[src/mil_pkg.sv]
// Constants, register map and state type shared by the interrupt logic files.
package mil_pkg;

    // ==========================================================
    // Bus widths
    localparam int ADDR_W = 8;
    localparam int DATA_W = 32;

    // ==========================================================
    // Register byte offsets
    localparam logic [7:0] OFF_INTCTL = 8'h00;
    localparam logic [7:0] OFF_OPTION = 8'h04;
    localparam logic [7:0] OFF_STATUS = 8'h08;

    // ==========================================================
    // Field positions of interrupt_control
    localparam int B_GIE       = 7;
    localparam int B_TMR_EN    = 5;
    localparam int B_PIN_EN    = 4;
    localparam int B_PORT_EN   = 3;
    localparam int B_TMR_FLAG  = 2;
    localparam int B_PIN_FLAG  = 1;
    localparam int B_PORT_FLAG = 0;

    // Field position of the edge select in the option register.
    localparam int B_EDGE_SEL = 6;

    // Field positions of the read-only status register.
    localparam int S_REQ   = 0;
    localparam int S_SLEEP = 1;
    localparam int S_BUSY  = 2;

    // ==========================================================
    // Reset values
    localparam logic [7:0] INTCTL_RST = 8'h00;
    localparam logic [7:0] OPTION_RST = 8'hff;

    // ==========================================================
    // Core side constants
    localparam int         PC_W   = 13;
    localparam logic [12:0] VECTOR = 13'h0004;
    localparam logic [7:0] TMR_MAX  = 8'hff;
    localparam logic [7:0] TMR_ZERO = 8'h00;

    // Instruction cycle phases, one pclk each.
    localparam logic [1:0] PH_Q1 = 2'h0;
    localparam logic [1:0] PH_Q4 = 2'h3;

    // Interrupt blocking after a software clear of the global enable.
    localparam logic [1:0] BLK_START = 2'h2;
    localparam logic [1:0] BLK_NOP   = 2'h1;
    localparam logic [1:0] BLK_NONE  = 2'h0;

    // Settling count for the port compare latch after reset.
    localparam logic [1:0] SETTLE_DONE = 2'h3;

    // ==========================================================
    // Entry sequencer states
    typedef enum logic [1:0] {ST_IDLE, ST_DUMMY1, ST_DUMMY2} mil_state_t;

endpackage

[src/mil_evt_if.sv]
// Interface carrying source events between the pin front end and the core logic.
`timescale 1ns/1ps
interface mil_evt_if;
    logic pin_evt;      // Selected edge seen on the external pin.
    logic tmr_evt;      // Timer rolled over.
    logic port_evt;     // Monitored port bits differ from last read.
    logic pin_edge_sel; // High selects the rising edge.
    logic port_read;    // Core reads the port this cycle.

    modport src (
        output pin_evt,
        output tmr_evt,
        output port_evt,
        input  pin_edge_sel,
        input  port_read
    );

    modport sink (
        input  pin_evt,
        input  tmr_evt,
        input  port_evt,
        output pin_edge_sel,
        output port_read
    );
endinterface

[src/mil_src.sv]
// Source front end: pin synchronisers, edge, rollover and port change detection.
`timescale 1ns/1ps
module mil_src #(
    parameter int PORT_W = 4
) (
    input  wire logic              pclk,        // System clock.
    input  wire logic              presetn,     // Asynchronous reset, active low.
    input  wire logic              ext_pin,     // External interrupt pin.
    input  wire logic [PORT_W-1:0] port_pins,   // Monitored upper port pins.
    input  wire logic [7:0]        timer_count, // Timer register value.
    mil_evt_if.src                 evt          // Events towards the core logic.
);

    // ==========================================================
    // Synchronisers and history
    logic              pin_s1_q;
    logic              pin_s2_q;
    logic              pin_prev_q;
    logic [PORT_W-1:0] port_s1_q;
    logic [PORT_W-1:0] port_s2_q;
    logic [PORT_W-1:0] port_latch_q;
    logic [7:0]        tmr_prev_q;
    logic [1:0]        settle_q;
    logic              settled;

    assign settled = (settle_q == mil_pkg::SETTLE_DONE);

    // Two flops on every pin before anything looks at it.
    always_ff @(posedge pclk or negedge presetn) begin
        if (!presetn) begin
            pin_s1_q  <= 1'b0;
            pin_s2_q  <= 1'b0;
            port_s1_q <= '0;
            port_s2_q <= '0;
        end else begin
            pin_s1_q  <= ext_pin;
            pin_s2_q  <= pin_s1_q;
            port_s1_q <= port_pins;
            port_s2_q <= port_s1_q;
        end
    end

    // History of pin and timer, and the port value seen at the last read.
    always_ff @(posedge pclk or negedge presetn) begin
        if (!presetn) begin
            pin_prev_q   <= 1'b0;
            tmr_prev_q   <= mil_pkg::TMR_ZERO;
            port_latch_q <= '0;
            settle_q     <= 2'h0;
        end else begin
            pin_prev_q <= pin_s2_q;
            tmr_prev_q <= timer_count;
            if (!settled) begin
                settle_q <= settle_q + 2'h1;
            end
            // The latch follows the pins until the synchronisers have settled.
            if (!settled || evt.port_read) begin
                port_latch_q <= port_s2_q;
            end
        end
    end

    // Event decode; a read racing a pin change may still flag it.
    assign evt.pin_evt = settled && (evt.pin_edge_sel ? (pin_s2_q && !pin_prev_q)
                                                      : (!pin_s2_q && pin_prev_q));
    assign evt.tmr_evt = (tmr_prev_q == mil_pkg::TMR_MAX)
                      && (timer_count == mil_pkg::TMR_ZERO);
    assign evt.port_evt = settled && (port_s2_q != port_latch_q);
endmodule

[src/mil_top.sv]
// Interrupt logic top: flags, enables, APB registers, entry sequencer and sleep wake.
// Notes on behaviour
// - three sources: pin edge, timer, port change.
// - global enable passes unmasked requests, else blocks.
// - reset clears the global enable.
// - return from interrupt sets global enable again.
// - entry clears enable, pushes PC, loads 0004h.
// - external events serviced three to four cycles later.
// - latency independent of instruction length.
// - flags set regardless of any enable.
// - enable clear forces one NOP, requests wait.
// - pin edge polarity chosen by option bit 6.
// - selected pin edge sets pin flag.
// - pin enable clear disables pin interrupt.
// - enabled pin interrupt wakes from sleep.
// - timer rollover sets timer overflow flag.
// - timer enable gates timer overflow interrupt.
// - port bits change sets port flag, own enable.
// - change during port read may set flag.
// - pin flag sets only in Q4 or Q1.
// - only the return PC is saved.
// - enabled interrupt wakes; enable clear continues inline.
// - pending enabled flag makes sleep wake at once.
//
// Implementation choices: register access over APB and the register addresses.
`timescale 1ns/1ps
module mil_top (
    input  wire logic        pclk,             // System clock, one pclk per Q phase.
    input  wire logic        presetn,          // Asynchronous reset, active low.
    input  wire logic        psel,             // APB select.
    input  wire logic        penable,          // APB enable.
    input  wire logic        pwrite,           // APB direction, high writes.
    input  wire logic [7:0]  paddr,            // APB byte address.
    input  wire logic [31:0] pwdata,           // APB write data.
    output logic      [31:0] prdata,           // APB read data.
    output logic             pready,           // APB ready.
    output logic             pslverr,          // APB error on unmapped address.
    input  wire logic        external_irq_pin, // External interrupt pin.
    input  wire logic [3:0]  port_two_hi,      // Upper four port pins.
    input  wire logic [7:0]  timer_count,      // Timer register value.
    input  wire logic        core_port_read,   // Core reads the port, one cycle.
    input  wire logic        core_return_from_irq_instr,      // Return from interrupt executed, one cycle.
    input  wire logic        core_sleep,       // Sleep instruction executed, one cycle.
    output logic             core_irq_req,     // Enabled request to the core.
    output logic             core_irq_entry,   // Push PC and load vector, one cycle.
    output logic      [12:0] core_vector_addr, // Vector address.
    output logic             core_nop,         // Core executes a dummy cycle.
    output logic             core_asleep,      // Core held in sleep.
    output logic             core_wake,        // Wake from sleep, one cycle.
    output logic      [1:0]  core_phase        // Current Q phase.
);

    // ==========================================================
    // Source front end
    mil_evt_if evt ();

    mil_src #(
        .PORT_W (4)
    ) u_src (
        .pclk        (pclk),
        .presetn     (presetn),
        .ext_pin     (external_irq_pin),
        .port_pins   (port_two_hi),
        .timer_count (timer_count),
        .evt         (evt)
    );

    // ==========================================================
    // State
    logic                 gie_q;
    logic                 gie_d;
    logic                 tmr_en_q;
    logic                 pin_en_q;
    logic                 port_en_q;
    logic                 tmr_flag_q;
    logic                 tmr_flag_d;
    logic                 pin_flag_q;
    logic                 pin_flag_d;
    logic                 port_flag_q;
    logic                 port_flag_d;
    logic                 pin_pend_q;
    logic                 pin_pend_d;
    logic [7:0]           option_q;
    logic [1:0]           phase_q;
    logic [1:0]           blk_q;
    logic [1:0]           blk_d;
    logic                 asleep_q;
    logic                 asleep_d;
    logic                 wake_q;
    logic                 nop_q;
    logic                 irq_req_q;
    logic                 take_q;
    logic [12:0]          vec_q;
    logic [31:0]          prdata_q;
    logic                 pready_q;
    logic                 pslverr_q;
    mil_pkg::mil_state_t  state_q;
    mil_pkg::mil_state_t  state_d;
    logic                 take;

    // Address match used by every register decode.
    function automatic logic mil_hit(input logic [7:0] a, input logic [7:0] off);
        return a == off;
    endfunction

    // ==========================================================
    // APB decode
    logic        setup;
    logic        access;
    logic        mapped;
    logic        wr_intctl;
    logic        wr_option;
    logic        gie_clr_wr;
    logic [7:0]  intctl_rd;
    logic [7:0]  status_rd;
    logic [31:0] rdata;

    // Setup answers one cycle later; the write lands at the access edge.
    assign setup      = psel && !penable;
    assign access     = psel && penable && pready_q;
    assign mapped     = mil_hit(paddr, mil_pkg::OFF_INTCTL)
                     || mil_hit(paddr, mil_pkg::OFF_OPTION)
                     || mil_hit(paddr, mil_pkg::OFF_STATUS);
    assign wr_intctl  = access && pwrite && mil_hit(paddr, mil_pkg::OFF_INTCTL);
    assign wr_option  = access && pwrite && mil_hit(paddr, mil_pkg::OFF_OPTION);
    assign gie_clr_wr = wr_intctl && gie_q && !pwdata[mil_pkg::B_GIE];

    // Read views; bit 6 of interrupt_control is reserved and reads zero.
    assign intctl_rd = {gie_q, 1'b0, tmr_en_q, pin_en_q, port_en_q,
                        tmr_flag_q, pin_flag_q, port_flag_q};
    assign status_rd = {5'h00, (state_q != mil_pkg::ST_IDLE), asleep_q, irq_req_q};
    assign rdata = mil_hit(paddr, mil_pkg::OFF_INTCTL) ? {24'h000000, intctl_rd} :
                   mil_hit(paddr, mil_pkg::OFF_OPTION) ? {24'h000000, option_q}  :
                   mil_hit(paddr, mil_pkg::OFF_STATUS) ? {24'h000000, status_rd} :
                   32'h00000000;

    // APB answer registers.
    always_ff @(posedge pclk or negedge presetn) begin
        if (!presetn) begin
            pready_q  <= 1'b0;
            pslverr_q <= 1'b0;
            prdata_q  <= 32'h00000000;
        end else begin
            pready_q  <= setup;
            pslverr_q <= setup && !mapped;
            if (setup) begin
                prdata_q <= pwrite ? 32'h00000000 : rdata;
            end
        end
    end

    // ==========================================================
    // Instruction cycle phase counter
    logic q4_end;
    logic pin_window;

    assign q4_end     = (phase_q == mil_pkg::PH_Q4);
    assign pin_window = (phase_q == mil_pkg::PH_Q4) || (phase_q == mil_pkg::PH_Q1);

    // The phase runs Q1 to Q4 and wraps; latency counts on it alone.
    always_ff @(posedge pclk or negedge presetn) begin
        if (!presetn) begin
            phase_q <= mil_pkg::PH_Q1;
        end else begin
            phase_q <= phase_q + 2'h1;
        end
    end

    // ==========================================================
    // Flags: a hardware set always beats a software clear in the same cycle
    logic pend_tmr;
    logic pend_pin;
    logic pend_port;
    logic pending;
    logic irq_req;

    assign pin_pend_d  = evt.pin_evt || (pin_pend_q && !pin_window);
    assign pin_flag_d  = (pin_pend_q && pin_window)
                      || (wr_intctl ? pwdata[mil_pkg::B_PIN_FLAG] : pin_flag_q);
    assign tmr_flag_d  = evt.tmr_evt
                      || (wr_intctl ? pwdata[mil_pkg::B_TMR_FLAG] : tmr_flag_q);
    assign port_flag_d = evt.port_evt
                      || (wr_intctl ? pwdata[mil_pkg::B_PORT_FLAG] : port_flag_q);

    // Each source is gated by its own enable, then by the global enable.
    assign pend_tmr  = tmr_flag_q && tmr_en_q;
    assign pend_pin  = pin_flag_q && pin_en_q;
    assign pend_port = port_flag_q && port_en_q;
    assign pending   = pend_tmr || pend_pin || pend_port;
    assign irq_req   = gie_q && pending;

    // Flag registers.
    always_ff @(posedge pclk or negedge presetn) begin
        if (!presetn) begin
            tmr_flag_q  <= mil_pkg::INTCTL_RST[mil_pkg::B_TMR_FLAG];
            pin_flag_q  <= mil_pkg::INTCTL_RST[mil_pkg::B_PIN_FLAG];
            port_flag_q <= mil_pkg::INTCTL_RST[mil_pkg::B_PORT_FLAG];
            pin_pend_q  <= 1'b0;
        end else begin
            tmr_flag_q  <= tmr_flag_d;
            pin_flag_q  <= pin_flag_d;
            port_flag_q <= port_flag_d;
            pin_pend_q  <= pin_pend_d;
        end
    end

    // ==========================================================
    // Enables and option register
    always_ff @(posedge pclk or negedge presetn) begin
        if (!presetn) begin
            tmr_en_q  <= mil_pkg::INTCTL_RST[mil_pkg::B_TMR_EN];
            pin_en_q  <= mil_pkg::INTCTL_RST[mil_pkg::B_PIN_EN];
            port_en_q <= mil_pkg::INTCTL_RST[mil_pkg::B_PORT_EN];
            option_q  <= mil_pkg::OPTION_RST;
        end else begin
            if (wr_intctl) begin
                tmr_en_q  <= pwdata[mil_pkg::B_TMR_EN];
                pin_en_q  <= pwdata[mil_pkg::B_PIN_EN];
                port_en_q <= pwdata[mil_pkg::B_PORT_EN];
            end
            if (wr_option) begin
                option_q <= pwdata[7:0];
            end
        end
    end

    assign evt.pin_edge_sel = option_q[mil_pkg::B_EDGE_SEL];
    assign evt.port_read    = core_port_read;

    // ==========================================================
    // Global enable: entry clears it, return sets it, software writes it
    always_comb begin
        gie_d = gie_q;
        if (wr_intctl) begin
            gie_d = pwdata[mil_pkg::B_GIE];
        end
        if (core_return_from_irq_instr) begin
            gie_d = 1'b1;
        end
        if (take) begin
            gie_d = 1'b0;
        end
    end

    // A software clear blocks the rest of this cycle and all of the next.
    assign blk_d = gie_clr_wr ? mil_pkg::BLK_START :
                   (q4_end && (blk_q != mil_pkg::BLK_NONE)) ? blk_q - 2'h1 : blk_q;

    // ==========================================================
    // Entry sequencer: two dummy cycles, then the vector load
    always_comb begin
        state_d = state_q;
        take    = 1'b0;
        case (state_q)
            mil_pkg::ST_IDLE: begin
                if (q4_end && irq_req && !asleep_q && (blk_q == mil_pkg::BLK_NONE)) begin
                    state_d = mil_pkg::ST_DUMMY1;
                end
            end
            mil_pkg::ST_DUMMY1: begin
                if (blk_q != mil_pkg::BLK_NONE || gie_clr_wr) begin
                    state_d = mil_pkg::ST_IDLE;
                end else if (q4_end) begin
                    state_d = mil_pkg::ST_DUMMY2;
                end
            end
            mil_pkg::ST_DUMMY2: begin
                // A clear landing on the vector edge itself must also stop the entry.
                if (blk_q != mil_pkg::BLK_NONE || gie_clr_wr) begin
                    state_d = mil_pkg::ST_IDLE;
                end else if (q4_end) begin
                    state_d = mil_pkg::ST_IDLE;
                    take    = 1'b1;
                end
            end
            default: begin
                state_d = mil_pkg::ST_IDLE;
            end
        endcase
    end

    // ==========================================================
    // Sleep: any enabled pending flag wakes, whatever the global enable
    logic wake_now;

    assign wake_now = asleep_q && pending && !core_sleep;
    assign asleep_d = core_sleep ? 1'b1 : (wake_now ? 1'b0 : asleep_q);

    // Control registers of the sequencer and sleep logic.
    always_ff @(posedge pclk or negedge presetn) begin
        if (!presetn) begin
            gie_q    <= mil_pkg::INTCTL_RST[mil_pkg::B_GIE];
            blk_q    <= mil_pkg::BLK_NONE;
            state_q  <= mil_pkg::ST_IDLE;
            asleep_q <= 1'b0;
        end else begin
            gie_q    <= gie_d;
            blk_q    <= blk_d;
            state_q  <= state_d;
            asleep_q <= asleep_d;
        end
    end

    // Core facing outputs, all registered.
    always_ff @(posedge pclk or negedge presetn) begin
        if (!presetn) begin
            wake_q    <= 1'b0;
            nop_q     <= 1'b0;
            irq_req_q <= 1'b0;
            take_q    <= 1'b0;
            vec_q     <= mil_pkg::VECTOR;
        end else begin
            wake_q    <= wake_now;
            nop_q     <= (state_d != mil_pkg::ST_IDLE) || (blk_d == mil_pkg::BLK_NOP);
            irq_req_q <= irq_req;
            take_q    <= take;
            vec_q     <= mil_pkg::VECTOR;
        end
    end

    assign prdata           = prdata_q;
    assign pready           = pready_q;
    assign pslverr          = pslverr_q;
    assign core_irq_req     = irq_req_q;
    assign core_irq_entry   = take_q;
    assign core_vector_addr = vec_q;
    assign core_nop         = nop_q;
    assign core_asleep      = asleep_q;
    assign core_wake        = wake_q;
    assign core_phase       = phase_q;
endmodule

[config.mk]
export PLATFORM = sky130hd
export DESIGN_NAME = mil_top
export DESIGN_NICKNAME = d
export VERILOG_FILES = /design/src/mil_pkg.sv /design/src/mil_evt_if.sv /design/src/mil_src.sv /design/src/mil_top.sv
export SDC_FILE = /design/constraint.sdc
export NUM_CORES = 1
export LEC_CHECK = 0
export BUFFER_PORTS_ARGS = -buffer_cell sky130_fd_sc_hd__clkbuf_2
export CAP_MARGIN = 15
export CORE_UTILIZATION = 40
export DETAILED_ROUTE_END_ITERATION = 12
export MAX_ROUTING_LAYER = met4
export PLACE_DENSITY = 0.68
export SYNTH_ARGS = -nofsm -noshare
export SYNTH_HDL_FRONTEND = slang
export SYNTH_SLANG_ARGS = --single-unit
[constraint.sdc]
create_clock -name pclk -period 4.5 [get_ports pclk]
set_clock_uncertainty 0.1 [all_clocks]
set_input_delay 0.675 -clock pclk [delete_from_list [all_inputs] [get_ports pclk]]
set_output_delay 0.675 -clock pclk [all_outputs]
set_load 0.02 [all_outputs]
======== Word-level counts from Yosys, hierarchy flattened ========
Cells that the tools add are included.
storage, ports and cells
  register bits after elaboration ......... 86
  output and inout port bits .............. 54
operators by class
  $add $sub $neg .......................... 3
  eq/ne operators ......................... 9
  reductions and logical operators ........ 57
  mux-type cells .......................... 24
operator list
  cell                                               count
  logical AND 1 bit                                  26
  two-way mux 8 bit                                  3
  zero test 8 bit                                    2
  two-way mux 2 bit                                  7
  logical OR 1 bit                                   12
  two-way mux 1 bit                                  12
  zero test 1 bit                                    9
  == test 8 x 3 -> 1 bit (second input constant)     1
  == test 8 x 4 -> 1 bit (second input constant)     1
  == test 8 bit (second input constant)              1
  nonzero test 2 bit                                 4
  == test 2 bit (second input constant)              3
  zero test 2 bit                                    3
  one-hot mux 2 bit (3 select lines)                 1
  adder 2 x 1 -> 2 bit (second input constant)       2
  == test 2 x 1 -> 1 bit (second input constant)     2
  inequality test 4 bit                              1
  two-way mux 3 bit                                  1
  nonzero test 3 bit                                 1
  subtractor 2 x 1 -> 2 bit (second input constant)  1

======== Logic depth before layout (Yosys ltp) ========
Gate-level depths: netlist of run 1.
  word-level depth ........................ 11
  depth in mapped cells ................... 6
  mapped depth without buffers ............ 6

======== Modules after synthesis ========
Synthesis of run 1 repeated with hierarchy kept, for this count alone.
unflattened totals
  cell total of the unflattened synthesis .. 228
  area total of the unflattened synthesis .. 2,776.4 sq um
modules (own cells, without submodules)
  module   seq. area each (sq um)  area each (sq um)  cells each  times used
  mil_top  935.9                   1,953.1            182         1
  mil_src  625.6                   823.3              46          1

======== Least setup slack after synthesis of run 1 ========
OpenSTA, ideal clock, no wires.
  path type ............................... input port to flip-flop
  start point ............................. in paddr[1]
  end point ............................... reg pin_en_q
  setup time .............................. 0.125 ns
  required time ........................... 4.275 ns
  setup slack ............................. 2.521 ns
  arrival time ............................ 1.755 ns
  cell stages on the path ................. 4
  cell sequence ........................... nor4_4 and4_1 buf_2 mux2_2
on the way
  word-level cells in the longest chain between the ends .. 2
ends and longest elaborated chain
  item                  line            source
  start, declared       mil_top.sv:33   input wire logic [7:0] paddr,
  zero test 8 bit       mil_top.sv:103  return a == off;
  logical AND 1 bit     mil_top.sv:124  assign wr_intctl = access && pwrite && mil_hit(paddr, mil_pkg::OFF_INTCTL);
  end signal, assigned  mil_top.sv:212  pin_en_q <= mil_pkg::INTCTL_RST[mil_pkg::B_PIN_EN];
  end signal, assigned  mil_top.sv:218  pin_en_q <= pwdata[mil_pkg::B_PIN_EN];
  end, declared         mil_top.sv:73   logic pin_en_q;
Every way passes these cells.
A chain may end at the register's enable or synchronous reset.

======== Worst setup path after layout of run 1 ========
  start point ............................. in paddr[1]
  end point ............................... reg port_en_q
on the way
  word-level cells in the longest chain between the ends .. 2
ends and longest elaborated chain
  item                  line            source
  zero test 8 bit       mil_top.sv:103
  logical AND 1 bit     mil_top.sv:124
  end signal, assigned  mil_top.sv:213  port_en_q <= mil_pkg::INTCTL_RST[mil_pkg::B_PORT_EN];
  end signal, assigned  mil_top.sv:219  port_en_q <= pwdata[mil_pkg::B_PORT_EN];
  end, declared         mil_top.sv:74   logic port_en_q;
Every way passes these cells.

==> qor.yml, run 1 <==
finish:
  final_cells: 388
  nNetsFinal: 352
  drive_gt1_share_pct: 33.9
  antenna_cells: 0
  areaGrowthSynthToFinish_pct: 15.0
setup_path:
  end_kind: "flip-flop"
  r2r-start: "core_phase[0]"
  cp_data_arrival_time_ns: 2.08
  cp_slowest_stage_delay_ns: 0.51
  critical_path.cell_chain: "clkbuf_2 -> nor4_4 -> and4_1 -> mux2_2"
  cp.required_ns: 4.63
  worstSetupStartpointType: "primary input"
  rr_worst_depth: 5
  crit_slowest_cell: "and4_1"
  rrSetupSlack_ns: 2.77
  criticalPathCategory: "primary input to flip-flop"
  cp_max_fo: 7
  r2r-end: "core_nop"
sta:
  drv_slew: 0
  whs_ns: 0.249
  slew_headroom_pct: 49.1
  finalSetupTns_ns: 0
  period_needed_ns: 1.95
  tightest_slew_ns: 0.764
  fmax_mhz: 512
  rsz0062_at_grt: "no"
  finalSetupViolCount: 0
  hold_violations: 0
  period_share_pct: 43.4
synth:
  ys.flop_type: "dfrtp_1"
  synth_edf_count: 0
  synthTopCellsByCount: "54 x dfrtp_1, 37 x buf_4, 15 x nand2_1, 9 x mux2_2, 9 x nor2_1"
  synth_most_common_cell: "dfrtp_1"
  synth.yosys.warnings: 0
  ys_types: 45
  syn_area_um2: 2820
  synth.top_cell.area_share_pct: 48.0
  async_reset_ff_share_pct: 100
  synth_area_leaders: "dfrtp_1 48%, buf_4 9.9%, dfstp_2 7.5%"
  syn_inst: 230
  ys_ff_latch: 62
  synth_top_area_cell: "dfrtp_1"
  syn_area_per_cell_um2: 12.3
  yosysSeqAreaShare_pct: 55.4
job:
  max_cap_violations: 0
min_path:
  worstHoldEndpoint: "u_src.port_s2_q[3]"
  min_from: "u_src.port_s1_q[3]"
  worstHoldPathType: "flip-flop to flip-flop"
  hold_depth: 0
floorplan:
  initial_core_util_pct: 41.5
  fp.dieArea_um2: 7380
  coreArea_um2: 6790
  rows: 30
  die_w_um: 85.9
  die_y_um: 85.9
  ios: 115
clock_network:
  cts_buffers: 9
  holdBufCountCts: 0
  htreeDepth: 3
  cts.clk_slew.worst_paths_ns: 0.07
  worst_skew_pair.late_latency_ns: 0.34
  cts.path.max_buffers: 2
  post_cts_buffers: 0
  cts_resized: 0
  ctsRootBufferMaster: "clkbuf_8"
  cts_tree: "built"
  cts_sinks: 62
status:
  status: "complete, no violations"
global_route:
  grt_max_degree: 63
  grt.overflow.total: 0
  antenna_found_initial: 0
  grt_pass1_vias: 1670
  grt_pass1_wl_um: 7840
  grtUsageTotal_pct: 14.6
route:
  drt-total-wl_um: 4730
  drt-pass1-iter-count: 4
  vias_per_cell: 4.57
  first_iter_violations: 57
  vias: 1772
  ant_nets: 0
  drcViolationCount: 0
  detail_route.wl_per_cell_um: 12.2
placement:
  portBuffers: 53
  dp_hpwl_um: 3420
  routabilityCongestion: 0.752
  place_inst: 373
pwr:
  p_total_w: 0.00122
  ir_worst_vdd_v: 0.000215
  power_per_cell_area_nw_per_um2: 378
  p_leak_nw: 1.58
==> worst max path at each step <==
stage | slack, ns | startpoint | depth (start not counted) | to
2_1_floorplan | 2.52 | paddr[1] | 4 | pin_en_q
3_3_place_gp | 2.21 | paddr[1] | 4 | pin_en_q
3_5_place_dp | 2.18 | paddr[1] | 4 | port_en_q
4_1_cts | 2.56 | paddr[1] | 4 | port_en_q
5_1_grt | 2.43 | paddr[1] | 5 | core_nop
6_report | 2.55 | paddr[1] | 4 | port_en_q
==> metrics by stage <==
step                worst slack [ns]  area [um2]  utilization [%]
floorplan                       2.52        2950                -
global placement                2.21        3040             44.8
detailed placement              2.18        3040             44.8
CTS                             2.56        3240             47.7
global route                    2.43        3240             47.7
finish                          2.55        3240             47.7
==> sequential cells by signal, summed over array words and instances (netlist names), 2 cells and up <==
signal              count
blk_q                   2
core_phase              2
option_q                8
prdata                  8
state_q                 2
u_src.port_latch_q      4
u_src.port_s1_q         4
u_src.port_s2_q         4
u_src.settle_q          2
u_src.tmr_prev_q        8
==> report_power, final <==
group	leakage [nW]	internal, W	switching [W]
combinational	0.747	0.0000515	0.0000956
sequential	0.739	0.000585	0.0000147
clock	0.0983	0.000268	0.000209
total	1.58	0.000905	0.000319
==> critical path, delay by kind of cell <==
family,cells,cell delay (ns)
multiplexers,1,0.38
AND/OR/NAND/NOR,2,0.92
buffers and inverters,1,0.10
==> layout make-up <==
type / instances / area (um2)
fillers: 618 / 3550
repair buffers: 54 / 273
clock inverters: 5 / 60.1
inverters: 7 / 26.3
flip-flops and latches: 62 / 1560
multi-input cells: 154 / 1060
clock buffers: 10 / 138
well taps: 96 / 120
==> layer usage <==
metal  global-route usage [%]  up-vias  wire [um]
li1                         -      853          -
met1                     17.7      828       2110
met2                     21.1       84       2180
met3                     6.64        7        375
met4                     6.36        0         68
met5                        -        -          0
==> cells in the final DEF, fill, tap and decap left out, drive strengths merged, types with 4 or more instances in the layout <==
cell type / synthesis / layout
clkbuf: 3 / 63
dfrtp: 54 / 54
conb: 2 / 37
mux2: 17 / 17
nand2: 15 / 15
nor2: 9 / 9
dfstp: 8 / 8
inv: 7 / 7
mux2i: 7 / 7
o21ai: 7 / 7
nand2b: 6 / 6
o41ai: 6 / 6
nand3: 6 / 6
nor4: 5 / 5
xor2: 4 / 4
==> kinds of logic (layout without fill, tap and decap cells) <==
family          after synthesis  count (layout)  synth area share (%)
compound gates               26              26                  6.66
simple gates                 58              58                  12.6
xor+xnor                      6               6                  1.86
mux                          24              24                  10.3
fa+ha+maj                     3               3                  1.33
flops                        62              62                  55.4
buf+inv                      49              76                  11.5
other cells                   2              37                 0.267
Note: power is estimated with default switching activity, not from simulation.
==> run 2, diff against run 1 <==
ABC_AREA = 1   (was default)
clock period = 1.9 ns   (was 4.5 ns; I/O delays follow)
==> run 2 against run 1 <==
Against the previous run: sequential power up 140%; sequential cell count unchanged; via count up 11%; utilization up 2.6 points; setup slack worse by 2.2 ns; critical endpoint is now core_nop; largest cell class unchanged.
==> qor.yml, run 2 <==
clock_network:
  cts.clk_slew.worst_paths_ns: 0.06  # about the same
  htreeDepth: 3  # unchanged
  cts_tree: "built"
  cts_resized: 0  # unchanged
  worst_skew_pair.late_latency_ns: 0.33  # about the same
  cts_buffers: 9  # unchanged
  cts.path.max_buffers: 2  # unchanged
  cts_sinks: 62  # unchanged
  ctsRootBufferMaster: "clkbuf_8"
sta:
  period_needed_ns: 1.53
  drv_slew: 0  # unchanged
  fmax_mhz: 655
  rsz0062_at_grt: "no"
  finalSetupViolCount: 0  # unchanged
  finalSetupTns_ns: 0  # unchanged
  hold_violations: 0  # unchanged
  period_share_pct: 80.4
  whs_ns: 0.0461  # -0.203 ns
synth:
  synth_area_leaders: "dfrtp_1 48%, buf_4 9.8%, nand2_1 9.1%"
  async_reset_ff_share_pct: 100  # unchanged
  ys_types: 33  # -27%
  synthTopCellsByCount: "69 x nand2_1, 54 x dfrtp_1, 37 x buf_4, 34 x inv_1, 20 x nor2_1"
  synth_most_common_cell: "nand2_1"
  syn_area_per_cell_um2: 9.53  # -22%
  synth.yosys.warnings: 0  # unchanged
  syn_inst: 297  # +29%
  synth_edf_count: 0  # unchanged
  synth.top_cell.area_share_pct: 47.7  # -0.23 points
  ys.flop_type: "dfrtp_1"
  syn_area_um2: 2830  # +0.49%
  synth_top_area_cell: "dfrtp_1"
  ys_ff_latch: 62  # unchanged
  yosysSeqAreaShare_pct: 55.1  # -0.27 points
setup_path:
  rrSetupSlack_ns: 0.37  # -2.40 ns
  end_kind: "flip-flop"
  cp_max_fo: 4  # -3
  criticalPathCategory: "flip-flop to flip-flop"
  cp_data_arrival_time_ns: 1.65  # -0.43 ns
  worstSetupStartpointType: "flip-flop"
  cp.required_ns: 2.03  # -2.60 ns
finish:
  layout_commonest_cell: "nand2_1"
  layout_common_cells: "69 x nand2_1, 54 x dfrtp_1, 53 x clkbuf_2"
  drive_gt1_share_pct: 25.8  # -8.1 points
  antenna_cells: 0  # unchanged
  areaGrowthSynthToFinish_pct: 21.4
  nNetsFinal: 439  # +25%
floorplan:
  rows: 30  # unchanged
  coreArea_um2: 6830  # +0.55%
  die_y_um: 86.1  # +0.24%
  fp.dieArea_um2: 7420  # +0.48%
  die_w_um: 86.1  # +0.24%
  ios: 115  # unchanged
  initial_core_util_pct: 41.4  # about the same
status:
  status: "complete, no violations"
route:
  ant_nets: 0  # unchanged
  detail_route.wl_per_cell_um: 10.2  # -16%
  drt-total-wl_um: 4870  # +3.0%
  first_iter_violations: 69  # +21%
  drt-pass1-iter-count: 4  # unchanged
  drcViolationCount: 0  # unchanged
  vias: 1959  # +11%
  vias_per_cell: 4.12  # -9.9%
global_route:
  grtUsageTotal_pct: 14.9  # +0.23 points
  grt_max_degree: 63  # unchanged
  antenna_found_initial: 0  # unchanged
  grt_pass1_wl_um: 8050  # +2.7%
  grt_pass1_vias: 1856  # +11%
  grt.overflow.total: 0  # unchanged
pwr:
  ir_worst_vdd_v: 0.000541  # +150%
  p_leak_nw: 1.86  # +17%
  power_per_cell_area_nw_per_um2: 856  # +130%
placement:
  portBuffers: 53  # unchanged
  dp_hpwl_um: 3450  # +0.76%
  routabilityCongestion: 0.818  # +8.8%
min_path:
  worstHoldPathType: "primary input to flip-flop"
job:
  max_cap_violations: 0  # unchanged
## run 2: cell types whose count changed after synthesis, sizes merged, moves of 9 or more
cell	previous run	this run
nor2	9	22
nand2	15	72
nand3	6	18
o21ai	7	16
mux2	17	5
inv	7	35
## run 2: cell families after synthesis
group	after synthesis	share of synthesized area, %
compound gates	23	5.48
other cells	2	0.265
flops	62	55.1
mux	5	1.99
buf+inv	75	15.2
simple gates	121	18.8
xor+xnor	6	1.86
fa+ha+maj	3	1.33
## run 2: path summary, 6_finish.rpt
path,depth (start not counted),to,start
max,11,core_nop,blk_q[0]
min reg2reg,0,u_src.pin_s2_q,u_src.pin_s1_q
max in group asynchronous,3,option_q[2],presetn
min in group asynchronous,3,u_src.port_s1_q[1],presetn
min,2,pready,penable
max reg2reg,11,core_nop,blk_q[0]
## run 2: worst max-delay path, stage by stage, from the launching register on
cell and delay [ns]:
dfrtp_1 0.36, inv_1 0.09, ha_1 0.23, inv_1 0.08
nand2_1 0.10, nand2_1 0.06, o21ai_0 0.09, inv_1 0.09
nand3_1 0.08, nand2_1 0.06, inv_1 0.05, nand2_1 0.04
## run 2: metal layers
metal	track usage [%]	part of all wire [%]	vias up
met2	23.0	46	72
met5	-	0	-
met4	6.97	2.0	0
li1	-	-	1015
met3	5.00	6.1	10
met1	17.5	46	862
## run 2: area by class of cell
class | instances | area (um2)
Sequential cell | 62 | 1560
Clock inverter | 3 | 42.5
Inverter | 36 | 135
Fill cell | 672 | 3390
Tap cell | 96 | 120
Timing Repair Buffer | 71 | 448
Clock buffer | 13 | 159
Multi-Input combinational cell | 195 | 972
## run 2: timing repair
| item | 4_1_cts | 5_1_grt |
|---|---|---|
| buffers inserted | 0 | 0 |
| hold buffers | 14 | 0 |
| hold endpoints to repair | 67 | 0 |
## run 2: through the flow
stage	cell area [um2]	total power (W)	cells	utilization, %	setup WS, ns
after global placement	3100	0.00176	446	45.3	0.369
after global routing	3440	0.00309	476	50.3	0.282
after CTS	3440	0.00298	476	50.3	0.395
after detailed placement	3100	0.00178	446	45.3	0.337
final	3440	0.00294	476	50.3	0.373
after floorplan	2960	0.00171	332	-	0.382
## run 2: power by group
group / internal, W / leakage [nW] / total, W / switching [W]
clock network: 0.000676 / 0.0996 / 0.00117 / 0.000491
logic: 0.000129 / 1.02 / 0.000366 / 0.000237
registers: 0.00139 / 0.740 / 0.00141 / 0.0000252
total: 0.00219 / 1.86 / 0.00294 / 0.000754
